**config.mk**
```make
export PLATFORM = sky130hd
export DESIGN_NAME = tsic_device_flat
export DESIGN_NICKNAME = d
export VERILOG_FILES = /design/src/core/tsic_pkg.sv /design/src/core/tsic_link_if.sv /design/src/core/tsic_device.sv /design/src/flat_wrapper.sv
export VERILOG_INCLUDE_DIRS = /design/src /design/src/core
export SDC_FILE = /design/constraint.sdc
export NUM_CORES = 1
export LEC_CHECK = 0
export BUFFER_PORTS_ARGS = -buffer_cell sky130_fd_sc_hd__buf_2
export CORE_ASPECT_RATIO = 0.5
export CORE_MARGIN = 3
export CORE_UTILIZATION = 50
export DETAILED_ROUTE_END_ITERATION = 8
export PLACE_DENSITY_LB_ADDON = 0.2
export SKIP_LAST_GASP = 1
export SYNTH_ARGS = -nofsm -noshare
export SYNTH_HDL_FRONTEND = slang
export SYNTH_SLANG_ARGS = --single-unit
```
**constraint.sdc**
```tcl
create_clock -name clk -period 6.36 [get_ports clk]
set_clock_uncertainty 0.1 [all_clocks]
set_input_delay 0 -clock clk [delete_from_list [all_inputs] [get_ports clk]]
set_output_delay 0 -clock clk [all_outputs]
set_load 0.1 [all_outputs]
```
**src/core/tsic_map.svh**
```systemverilog
// Purpose: constants for the touch input matrix control and its serial link
// Assumes: 10 MHz system clock on both ends
// Notes: control byte layout and channel codes
`ifndef TSIC_MAP_SVH
`define TSIC_MAP_SVH
`define TSIC_BIT_START 7
`define TSIC_BIT_CH_HI 6
`define TSIC_BIT_CH_LO 4
`define TSIC_BIT_RES12 3
`define TSIC_BIT_SGL 2
`define TSIC_BIT_REFPWR 1
`define TSIC_BIT_CONVPWR 0
`define TSIC_CH_TEMP_LO 3'h0
`define TSIC_CH_YPOS 3'h1
`define TSIC_CH_BAT 3'h2
`define TSIC_CH_Z1 3'h3
`define TSIC_CH_Z2 3'h4
`define TSIC_CH_XPOS 3'h5
`define TSIC_CH_AUX 3'h6
`define TSIC_CH_TEMP_HI 3'h7
`define TSIC_CLK_DIV 8'h04
`define TSIC_RES12_BITS 5'h0c
`define TSIC_RES8_BITS 5'h08
`define TSIC_ACQ_END_FALL 5'h08
`define TSIC_REG_CTRL 4'h0
`define TSIC_REG_STAT 4'h4
`define TSIC_REG_RESULT 4'h8
`define TSIC_REG_MATRIX 4'hc
`endif

```
**src/core/tsic_pkg.sv**
```systemverilog
// Purpose: shared types for the touch input matrix control
// Assumes: nothing beyond the map header
// Notes: mux input and reference selections
package tsic_pkg;
  typedef enum logic [2:0] {
    TSIC_IN_XP = 3'h0, TSIC_IN_YP = 3'h1, TSIC_IN_YM = 3'h2, TSIC_IN_BAT = 3'h3,
    TSIC_IN_AUX = 3'h4, TSIC_IN_TEMP = 3'h5
  } tsic_in_type;
  typedef enum logic [1:0] {
    TSIC_REF_PIN = 2'h0, TSIC_REF_INT = 2'h1, TSIC_REF_YPLATE = 2'h2, TSIC_REF_XPLATE = 2'h3
  } tsic_ref_type;
  typedef enum logic [2:0] {
    TSIC_DEV_IDLE = 3'h0, TSIC_DEV_CMD = 3'h1, TSIC_DEV_CONV = 3'h3, TSIC_DEV_TAIL = 3'h2
  } tsic_dev_state_type;
  typedef enum logic [2:0] {
    TSIC_HST_IDLE = 3'h0, TSIC_HST_SHIFT = 3'h1, TSIC_HST_DONE = 3'h3
  } tsic_hst_state_type;
endpackage

```
**src/core/tsic_link_if.sv**
```systemverilog
// Purpose: serial control link between host and touch converter control
// Assumes: chip select and shift clock are made by the host
// Notes: pen request is open drain; the wire is low when enable is high
interface tsic_link_if;
  logic cs_b;
  logic serial_shift_clock;
  logic din;
  logic dout;
  logic busy;
  logic pen_touch_irq_n_oe;
  wire pen_touch_irq_n_line = ~pen_touch_irq_n_oe;
  modport device (input cs_b, input serial_shift_clock, input din, output dout, output busy,
    output pen_touch_irq_n_oe, input pen_touch_irq_n_line);
  modport host (output cs_b, output serial_shift_clock, output din, input dout, input busy,
    input pen_touch_irq_n_line);
endinterface

```
**src/core/tsic_device.sv**
```systemverilog
// Purpose: device end: decodes control bytes into matrix settings, runs the frame
// Assumes: link pins are asynchronous to clk and pass three flip-flops
// Notes: conversion result comes from sample_data, the analog core sits outside
`include "tsic_map.svh"
// Behaviour
// select bit 1 single-ended, 0 differential
// single-ended position and pressure drivers per code
// temp, battery, aux codes switch no drivers
// differential position ties references to plates
// single-ended uses reference pin versus ground
// single-ended plate bias off after acquisition
// differential keeps drivers on whole conversion
// pen irq low on touch when enabled
// host ignores pen irq after chip select
// pen irq valid after last bit or deselect
// battery channel divides input by four
// battery divider only during battery sampling
// reference power bit switches internal reference
// internal reference for non-ratiometric channels
// temperature always uses internal reference
// host waits ten milliseconds after reference on
// host clears reference bit to turn off
// host clears reference bit for ratiometric
// temperature codes pick low or high bias
// control byte field layout
// power modes gate pen detect and converter
// differential pressure codes mirror single-ended
module tsic_device (
  tsic_link_if.device link,
  input wire logic clk,
  input wire logic rst_b,
  input wire logic touch_detected,
  input wire logic [11:0] sample_data,
  output logic [3:0] plate_drv_r,
  output tsic_pkg::tsic_in_type adc_in_r,
  output tsic_pkg::tsic_ref_type adc_ref_r,
  output logic bat_div_en_r,
  output logic int_ref_en_r,
  output logic conv_power_r,
  output logic temp_high_bias_r,
  output logic sampling_r
);
  import tsic_pkg::*;
  // plate driver bits: 3 x plus, 2 x minus, 1 y plus, 0 y minus
  logic [2:0] cs_s_r, clk_s_r, din_s_r;
  logic cs_q, clk_q, din_q, clk_prev_r;
  tsic_dev_state_type state_r, state_nxt;
  logic [7:0] shift_r;
  logic [7:0] ctrl_r;
  logic [4:0] cnt_r;
  logic [11:0] out_r;
  logic dout_r, busy_r;
  logic pen_free_r;
  always_ff @(posedge clk or negedge rst_b) begin
    if (!rst_b) begin
      cs_s_r <= 3'h7;
      clk_s_r <= 3'h0;
      din_s_r <= 3'h0;
    end else begin
      cs_s_r <= {cs_s_r[1:0], link.cs_b};
      clk_s_r <= {clk_s_r[1:0], link.serial_shift_clock};
      din_s_r <= {din_s_r[1:0], link.din};
    end
  end
  // change counts only when the last two stages agree, filtering one-stage glitches
  always_ff @(posedge clk or negedge rst_b) begin
    if (!rst_b) begin
      cs_q <= 1'b1;
      clk_q <= 1'b0;
      din_q <= 1'b0;
    end else begin
      if (cs_s_r[1] == cs_s_r[2]) cs_q <= cs_s_r[2];
      if (clk_s_r[1] == clk_s_r[2]) clk_q <= clk_s_r[2];
      if (din_s_r[1] == din_s_r[2]) din_q <= din_s_r[2];
    end
  end
  always_ff @(posedge clk or negedge rst_b) begin
    if (!rst_b) clk_prev_r <= 1'b0;
    else clk_prev_r <= clk_q;
  end
  // a pin edge reaches rise or fall about four clocks late, so dout for one falling edge
  // is on the wire only after the host's next rising edge; the host reads it a period later
  wire sel = ~cs_q;
  wire rise = sel & clk_q & ~clk_prev_r;
  wire fall = sel & ~clk_q & clk_prev_r;
  // control byte fields
  wire [2:0] ch = ctrl_r[`TSIC_BIT_CH_HI:`TSIC_BIT_CH_LO];
  wire single = ctrl_r[`TSIC_BIT_SGL];
  wire refpwr = ctrl_r[`TSIC_BIT_REFPWR];
  wire convpwr = ctrl_r[`TSIC_BIT_CONVPWR];
  wire [4:0] nbits = ctrl_r[`TSIC_BIT_RES12] ? `TSIC_RES12_BITS : `TSIC_RES8_BITS;
  // pen detect only in the full power-down mode
  wire pen_en = ~refpwr & ~convpwr;
  wire in_conv = (state_r == TSIC_DEV_CONV);
  wire acq = in_conv & (cnt_r == 5'h0);
  wire is_bat = single & (ch == `TSIC_CH_BAT);
  wire is_temp = (ch == `TSIC_CH_TEMP_LO) | (ch == `TSIC_CH_TEMP_HI);
  // matrix decode: driver set per code, identical for pressure in both modes
  logic [3:0] drv_sel;
  tsic_in_type in_sel;
  tsic_ref_type ref_sel;
  always_comb begin
    drv_sel = 4'h0;
    in_sel = TSIC_IN_XP;
    case (ch)
      `TSIC_CH_YPOS: begin drv_sel = 4'h3; in_sel = TSIC_IN_XP; end
      `TSIC_CH_Z1: begin drv_sel = 4'h6; in_sel = TSIC_IN_XP; end // see R2
      `TSIC_CH_Z2: begin drv_sel = 4'h6; in_sel = TSIC_IN_YM; end // see R2
      `TSIC_CH_XPOS: begin drv_sel = 4'hc; in_sel = TSIC_IN_YP; end // see R2
      `TSIC_CH_BAT: in_sel = TSIC_IN_BAT;
      `TSIC_CH_AUX: in_sel = TSIC_IN_AUX;
      default: in_sel = TSIC_IN_TEMP; // see R3
    endcase
    // differential pressure keeps the pin reference; no plate pair is named for it
    if (!single && ch == `TSIC_CH_YPOS) ref_sel = TSIC_REF_YPLATE;
    else if (!single && ch == `TSIC_CH_XPOS) ref_sel = TSIC_REF_XPLATE;
    else if (is_temp) ref_sel = TSIC_REF_INT;
    else if (single && refpwr) ref_sel = TSIC_REF_INT;
    else ref_sel = TSIC_REF_PIN;
  end
  // single-ended drops bias after acquisition to save power; differential holds it
  wire drv_on = in_conv & (acq | ~single); // see R6
  always_comb begin
    state_nxt = state_r;
    case (state_r)
      TSIC_DEV_IDLE: if (rise && din_q) state_nxt = TSIC_DEV_CMD;
      TSIC_DEV_CMD: if (fall && cnt_r == 5'h8) state_nxt = TSIC_DEV_CONV;
      TSIC_DEV_CONV: if (fall && cnt_r == nbits) state_nxt = TSIC_DEV_IDLE;
      default: state_nxt = TSIC_DEV_IDLE;
    endcase
    if (cs_q) state_nxt = TSIC_DEV_IDLE;
  end
  always_ff @(posedge clk or negedge rst_b) begin
    if (!rst_b) begin
      state_r <= TSIC_DEV_IDLE;
      cnt_r <= 5'h0;
      shift_r <= 8'h00;
      ctrl_r <= 8'h00;
      out_r <= 12'h000;
      dout_r <= 1'b0;
      busy_r <= 1'b0;
    end else begin
      state_r <= state_nxt;
      if (state_r == TSIC_DEV_IDLE && rise && din_q) begin
        shift_r <= 8'h01;
        cnt_r <= 5'h1;
      end else if (state_r == TSIC_DEV_CMD && rise) begin
        shift_r <= {shift_r[6:0], din_q};
      end else if (state_r == TSIC_DEV_CMD && fall && cnt_r != 5'h8) begin
        cnt_r <= cnt_r + 5'h1;
      end else if (state_r == TSIC_DEV_CMD && fall) begin
        ctrl_r <= shift_r;
        cnt_r <= 5'h0;
        busy_r <= 1'b1;
        out_r <= sample_data;
      end else if (in_conv && fall && cnt_r == nbits) begin
        // trailing bits read as zero, which also pads an 8-bit result
        dout_r <= 1'b0;
        cnt_r <= 5'h0;
      end else if (in_conv && fall) begin
        busy_r <= 1'b0;
        dout_r <= out_r[11];
        out_r <= {out_r[10:0], 1'b0};
        cnt_r <= cnt_r + 5'h1;
      end
      // deselect aborts any frame; a frame cut before the control byte is complete leaves ctrl_r as it was
      if (cs_q) begin
        busy_r <= 1'b0;
        cnt_r <= 5'h0;
      end
    end
  end
  // irq masked from select until last bit out or deselect; a new start bit masks it again
  // channel switching in a frame may pull the line, so it stays released while masked
  always_ff @(posedge clk or negedge rst_b) begin
    if (!rst_b) pen_free_r <= 1'b0;
    else if (cs_q || (state_r == TSIC_DEV_IDLE && rise && din_q)) pen_free_r <= 1'b0;
    else if (in_conv && fall && cnt_r == nbits) pen_free_r <= 1'b1;
  end
  always_ff @(posedge clk or negedge rst_b) begin
    if (!rst_b) begin
      plate_drv_r <= 4'h0;
      adc_in_r <= TSIC_IN_XP;
      adc_ref_r <= TSIC_REF_PIN;
      bat_div_en_r <= 1'b0;
      int_ref_en_r <= 1'b0;
      conv_power_r <= 1'b0;
      temp_high_bias_r <= 1'b0;
      sampling_r <= 1'b0;
      link.pen_touch_irq_n_oe <= 1'b0;
      link.dout <= 1'b0;
      link.busy <= 1'b0;
    end else begin
      plate_drv_r <= drv_on ? drv_sel : 4'h0;
      adc_in_r <= in_sel;
      adc_ref_r <= ref_sel;
      bat_div_en_r <= acq & is_bat; // see R11
      int_ref_en_r <= refpwr | (in_conv & is_temp); // see R13
      conv_power_r <= convpwr | in_conv;
      temp_high_bias_r <= (ch == `TSIC_CH_TEMP_HI);
      sampling_r <= acq;
      link.pen_touch_irq_n_oe <= pen_en & touch_detected & (~sel | pen_free_r); // see R8
      link.dout <= dout_r & sel;
      link.busy <= busy_r & sel;
    end
  end
endmodule

```
**src/flat_wrapper.sv**
```systemverilog
// flat-port wrapper written by rule: the top's interface ports become plain ports
module tsic_device_flat import tsic_pkg::*;
  (clk, rst_b, touch_detected, sample_data, plate_drv_r, adc_in_r, adc_ref_r, bat_div_en_r, int_ref_en_r, conv_power_r, temp_high_bias_r, sampling_r, link_cs_b, link_serial_shift_clock, link_din, link_dout, link_busy, link_pen_touch_irq_n_oe);
  tsic_link_if link_i ();
  input wire logic clk;
  input wire logic rst_b;
  input wire logic touch_detected;
  input wire logic [11:0] sample_data;
  output logic [3:0] plate_drv_r;
  output tsic_pkg::tsic_in_type adc_in_r;
  output tsic_pkg::tsic_ref_type adc_ref_r;
  output logic bat_div_en_r;
  output logic int_ref_en_r;
  output logic conv_power_r;
  output logic temp_high_bias_r;
  output logic sampling_r;
  input wire logic [$bits(link_i.cs_b)-1:0] link_cs_b;
  input wire logic [$bits(link_i.serial_shift_clock)-1:0] link_serial_shift_clock;
  input wire logic [$bits(link_i.din)-1:0] link_din;
  output wire logic [$bits(link_i.dout)-1:0] link_dout;
  output wire logic [$bits(link_i.busy)-1:0] link_busy;
  output wire logic [$bits(link_i.pen_touch_irq_n_oe)-1:0] link_pen_touch_irq_n_oe;
  assign link_i.cs_b = link_cs_b;
  assign link_i.serial_shift_clock = link_serial_shift_clock;
  assign link_i.din = link_din;
  assign link_dout = link_i.dout;
  assign link_busy = link_i.busy;
  assign link_pen_touch_irq_n_oe = link_i.pen_touch_irq_n_oe;
  tsic_device u_core (.link(link_i), .clk(clk), .rst_b(rst_b), .touch_detected(touch_detected), .sample_data(sample_data), .plate_drv_r(plate_drv_r), .adc_in_r(adc_in_r), .adc_ref_r(adc_ref_r), .bat_div_en_r(bat_div_en_r), .int_ref_en_r(int_ref_en_r), .conv_power_r(conv_power_r), .temp_high_bias_r(temp_high_bias_r), .sampling_r(sampling_r));
endmodule
```
==> results of run 1 <==
[per-layer routing]
metal  wire length, µm  track usage, %
met3               309            6.01
met4                45            6.68
met2              2470            29.4
met1              2510            22.3
met5                 0               0
[worst reg2reg max path, cell delays in order, from the launching register on]
cell and delay [ps]:
dfstp_2 460, nand4bb_4 280, nor2_1 720, mux2_2 410, mux2_2 270
[cells in the mapped netlist (2+ instances only)]
cell type	count
o21ai_0	8
inv_1	10
nand2_1	14
nor2_1	14
o21bai_1	2
mux2i_1	5
maj3_1	3
nand3_1	5
a21oi_1	7
clkbuf_1	4
nor4b_1	2
a22o_1	2
nand2b_1	10
or3_1	2
nor3b_1	3
buf_2	5
mux2_2	28
dfstp_2	4
nor2b_1	5
xnor2_1	3
nor3_1	3
dfrtp_1	62
nand3b_1	2
nor4_1	3
ha_1	2
[layout make-up]
class | count | area (µm²)
Inverter | 10 | 37.5
Clock inverter | 5 | 77.6
Multi-Input combinational cell | 145 | 1130
Clock buffer | 11 | 243
Tap cell | 70 | 87.6
Fill cell | 391 | 1640
Timing Repair Buffer | 53 | 355
Sequential cell | 66 | 1660
[logic make-up (layout without fill, tap and decap cells)]
logic type      count (synthesis)  after routing  synth area share [%]
compound gates                 31             31                  8.11
xor+xnor                        3              3                 0.915
fa+ha+maj                       5              5                  1.92
buf+inv                        20             79                  3.09
flops                          66             66                  57.7
mux                            34             34                  13.1
simple gates                   72             72                  15.2
[worst min path at each step]
stage | start | endpoint | cells after the start
floorplan | rst_b | u_core.adc_in_r[0] | 0
global placement | link_cs_b | u_core.cs_s_r[0] | 1
detailed placement | link_cs_b | u_core.cs_s_r[0] | 1
CTS | link_cs_b | u_core.cs_s_r[0] | 2
global route | link_cs_b | u_core.cs_s_r[0] | 2
finish | link_cs_b | u_core.cs_s_r[0] | 2
[placed cells by master (no fill, tap or decap), types with 3 or more instances in the layout]
cell type,count
nor3b_1,3
dlygate4sd3_1,17
maj3_1,3
nor2b_1,5
nand2b_1,10
mux2i_1,5
nor4_1,3
mux2_2,28
clkbuf_16,9
xnor2_1,3
nor3_1,3
nand2_1,14
buf_2,34
o21ai_0,8
dfstp_2,4
inv_1,10
nor2_1,14
nand3_1,5
dfrtp_1,62
a21oi_1,7
[stage by stage]
stage / power [mW] / hold slack (ps) / cell area (µm²)
3_5_place_dp: 0.572 / 6.16 / 3090
3_3_place_gp: 0.564 / 7.31 / 3090
2_1_floorplan: 0.538 / -396 / 2870
4_1_cts: 1.11 / 198 / 3580
5_1_grt: 1.15 / 208 / 3580
6_report: 1.10 / 214 / 3580
[sequential cells by signal (all words and copies together) (netlist names), 2 cells and up]
register and flops:
u_core.adc_in_r 3, u_core.plate_drv_r 4, u_core.cnt_r 5, u_core.din_s_r 3, u_core.cs_s_r 3, u_core.clk_s_r 3
u_core.state_r 2, u_core.shift_r 7, u_core.adc_ref_r 2, u_core.out_r 12, u_core.ctrl_r 7
[power breakdown]
group          switching (mW)  internal, mW  total, mW
clock network           0.172         0.352      0.524
registers              0.0325         0.442      0.474
logic                  0.0509        0.0480     0.0989
total                   0.255         0.842       1.10
==> metrics.cfg, run 1 <==
[critical_path]
slowest_delay_ps=720
path_delay_family=simple AND/OR/NAND/NOR gates
critPathArrivalTime_ps=2450
cp_max_fo=15
critPathRequiredTime_ps=6460
path_cells=nand4bb_4, nor2_1, mux2_2, mux2_2
cp_slowest_cell=nor2_1
endpoint=u_core.out_r[11]
r2r-start=u_core.cs_q
reg2reg_to=u_core.out_r[11]
crit_top_cell=mux2_2
worstRegToRegCells=4
worstSetupPathDepth=4
worstSetupEndpointType=flop
worst_setup_path_start_kind=flop
worst-setup-path-type=flop to flop
critPathLaunch=u_core.cs_q
path_buf_inv=0
reg2reg_setup_slack_ps=4010

[floorplanning]
rows=18
dieArea_um2=6740
start_util_pct=55.0
core_um2=5230
die_h_um=59.6
die_w_um=113
pin_count=35

[clock_tree]
numClockSinks=66
htree_num_levels=3
cts-buffers-inserted=9
clk_pin_slew_ps=50
cts_root_buf=clkbuf_16
insertion_delay_ps=320
cts_resized=0
hold_buffers=17
post-cts-setup-buffers=0
clockBufferDepth=2
cts_tree=built

[yosys]
synth_edf_count=0
synth_fp_nets=251
ys_ff_latch=66
syn_area_um2=2870
syn-instance-count=231
ys_warn_count=0
synth_seq_area_share_pct=57.7
yosys_most_used_dff=dfrtp_1
avgSynthCellArea_um2=12.4
ys_top_cells_by_area=dfrtp_1, mux2_2, dfstp_2
ys_types=48
yosys.area.top_type=dfrtp_1
synth-async-reset-ratio_pct=100
synth_top_area_share_pct=54.0

[timing]
slew_headroom_pct=40.3
timing_worst_slew_pin_value_ps=893
fmax_ghz=0.425
hold_viol=0
period_share_pct=37.0
period_needed_ps=2350
setup_tns_ps=0
slew_violations=0
grt_setup_unrepaired=no
fin_ws_ps=4010
setup_violations=0

[global_route]
grt_max_degree=67
grt_use_total_pct=17.8
grt-ovfl-total=0
grt_pass1_vias=1940
grt_pass1_wl_um=9170
antenna_found_initial=0

[job]
cap_viol_max_count=0

[detailed_routing]
route.detailed.drc=0
drt-pass1-iter-count=4
wl_um=5330
drt-initial-drc-count=84
via_per_inst=5.33
ant_nets=0
vias=1919
routedWlPerCell_um=14.8

[layout]
stdcell_count=360
nNetsFinal=305
final_core_util_pct=68.6
diodes=0
drive_gt1_share_pct=31.0
area_growth_pct=24.8

[power_and_ir_drop]
power_density_nw_per_um2=306
ir_drop_mv=0.169
p_leak_nw=1.73

[place]
port-buffer-count=34
dp_hpwl_um=3490
placed_cells=327
dpl_worst_slack_ps=4030
place.gp.congestion=0.841

[status]
status=finished clean

[hold_path]
hold_path.class=input pin to flop

(Power assumes the default switching activity.)
==> inputs of run 2 (changes only) <==
==> constraint.sdc (replaced) <==
create_clock -name clk -period 2.3 [get_ports clk]
set_clock_uncertainty 0.1 [all_clocks]
set_input_delay 0 -clock clk [delete_from_list [all_inputs] [get_ports clk]]
set_output_delay 0 -clock clk [all_outputs]
set_load 0.1 [all_outputs]
==> run 2 against run 1 <==
Net effect:
- critical path depth is the same
- maximum frequency up 8.5%
- setup slack worse by 3900 ps
- clock power increased to 2.9 times the previous value
- power grew to 2.8 times the previous value
- core utilization increased by 1.9 points
- sequential power rose to 2.7 times the previous value
- cell count is 2.8% higher
- clock-buffer cell count grew 1
- via count up 1.5%
- first-iteration DRC count is 21% higher
- global-route usage up 0.48 points
- critical endpoint is now u_core.out_r[9]
- largest cell class unchanged
==> metrics.cfg, run 2 (synthesized netlist as in run 1, its figures left out) <==
[status]
status=finished clean

[detailed_routing]
ant_nets=0  ; unchanged
wl_um=5320  ; -0.17%
route.detailed.drc=0  ; unchanged
drt-pass1-iter-count=4  ; unchanged
drt-initial-drc-count=102  ; +21%
vias=1948  ; +1.5%
via_per_inst=5.26  ; -1.2%
routedWlPerCell_um=14.4  ; -2.9%

[floorplanning]
die_w_um=113  ; unchanged
dieArea_um2=6740  ; unchanged
die_h_um=59.6  ; unchanged
pin_count=35  ; unchanged
core_um2=5230  ; unchanged
rows=18  ; unchanged
start_util_pct=55.0  ; unchanged

[global_route]
grt-ovfl-total=0  ; unchanged
grt_pass1_wl_um=9350  ; +2.0%
grt_use_total_pct=18.3  ; +0.48 points
antenna_found_initial=0  ; unchanged
grt_pass1_vias=2005  ; +3.4%
grt_max_degree=24  ; -64%

[critical_path]
critPathArrivalTime_ps=2280  ; -170 ps
cp_max_fo=11  ; -4
critPathRequiredTime_ps=2410  ; -4050 ps
worst_setup_path_start_kind=flop
worstSetupEndpointType=flop
worst-setup-path-type=flop to flop

[hold_path]
hold_path.class=input pin to asynchronous set/reset pin

[timing]
fmax_ghz=0.461  ; +8.5%
period_share_pct=94.3  ; +57 points
hold_viol=0  ; unchanged
grt_setup_unrepaired=no
slew_headroom_pct=41.2  ; +0.97 points
setup_violations=0  ; unchanged
slew_violations=0  ; unchanged
setup_tns_ps=0  ; unchanged
fin_ws_ps=132  ; -3880 ps
whs_ps=64.8  ; -149 ps
period_needed_ps=2170  ; -184 ps
timing_worst_slew_pin_value_ps=878  ; -14.5 ps

[place]
dpl_worst_slack_ps=117  ; -3910 ps
placed_cells=337  ; +3.1%
port-buffer-count=34  ; unchanged
place.gp.congestion=0.794  ; -5.6%
dp_hpwl_um=3570  ; +2.1%

[clock_tree]
cts_root_buf=clkbuf_16
cts-buffers-inserted=9  ; unchanged
htree_num_levels=3  ; unchanged
numClockSinks=66  ; unchanged
post-cts-setup-buffers=0  ; unchanged
clk_pin_slew_ps=50  ; about the same
insertion_delay_ps=330  ; about the same
clockBufferDepth=2  ; unchanged
cts_tree=built

[layout]
stdcell_count=370  ; +2.8%
drive_gt1_share_pct=33.7  ; +2.6 points
final_common_cell=dfrtp_1
reg_top3=u_core.out_r (12), u_core.ctrl_r (7), u_core.shift_r (7)
nNetsFinal=315  ; +3.3%
area_growth_pct=28.2
final.fill_count=379  ; -3.1%
diodes=0  ; unchanged
largest_reg_flops=12  ; unchanged
top_register=u_core.out_r
mostFrequentLayoutCells=dfrtp_1, buf_2, mux2_2

[power_and_ir_drop]
p_leak_nw=1.79  ; +3.5%
power_density_nw_per_um2=843  ; +180%
ir_drop_mv=0.625  ; +270%

[job]
cap_viol_max_count=0  ; unchanged

run 2: cell types whose count changed in the layout (fill, tap and decap cells not counted), sizes merged:
cell    change
buf        +10
clkbuf      +1
clkinv      -1
run 2: worst max-delay path, cell delays in order (launching register included):
cell       delay (ps)
dfrtp_1           370
nand4bb_4         220
nor2_1            680
mux2_2            410
mux2_2            270
run 2: metal layers:
metal / track usage (%) / vias to the layer above / share of wire (%)
met5: 0 / - / 0
met4: 8.56 / 0 / 1.9
met3: 7.34 / 11 / 5.8
met2: 28.8 / 45 / 45
met1: 22.6 / 952 / 48
li1: - / 940 / -
run 2: per-stage QoR:
| step | total power [mW] | cell area (µm²) | utilization (%) |
|---|---|---|---|
| floorplan | 1.49 | 2870 | - |
| global placement | 1.57 | 3170 | 60.6 |
| detailed placement | 1.59 | 3170 | 60.6 |
| CTS | 3.14 | 3680 | 70.4 |
| global route | 3.24 | 3680 | 70.5 |
| finish | 3.10 | 3680 | 70.5 |
run 2: layout make-up:
cell class | instances | area, µm² | area share [%]
timing repair buffer | 63 | 434 | 11.8
multi-input combinational | 145 | 1130 | 30.6
clock buffer | 12 | 267 | 7.24
sequential | 66 | 1660 | 45.0
clock inverter | 4 | 72.6 | 1.97
tap | 70 | 87.6 | 2.38
inverter | 10 | 37.5 | 1.02
run 2: worst paths after layout:
check / start / endpoint / slack, ps / cells after the start
worst min-delay path: rst_b / u_core.link.pen_touch_irq_n_oe / 60 / 2
max in group asynchronous: rst_b / u_core.cs_s_r[1] / 1320 / 3
worst max register to register: u_core.clk_q / u_core.out_r[9] / 130 / 4
min in group clk: link_serial_shift_clock / u_core.clk_s_r[0] / 210 / 2
worst max-delay path: u_core.clk_q / u_core.out_r[9] / 130 / 4
worst min register to register: u_core.clk_s_r[0] / u_core.clk_s_r[1] / 240 / 0
run 2: repair_timing:
item / in CTS / in global routing
setup endpoints to repair: 0 / 5
hold buffers: 17 / 0
resized for setup: 0 / 1
endpoints found under the hold margin: 55 / 0
run 2: power by group:
group,internal [mW],switching (mW)
logic,0.142,0.154
registers,1.22,0.0777
clock network,1.03,0.473
total,2.40,0.705
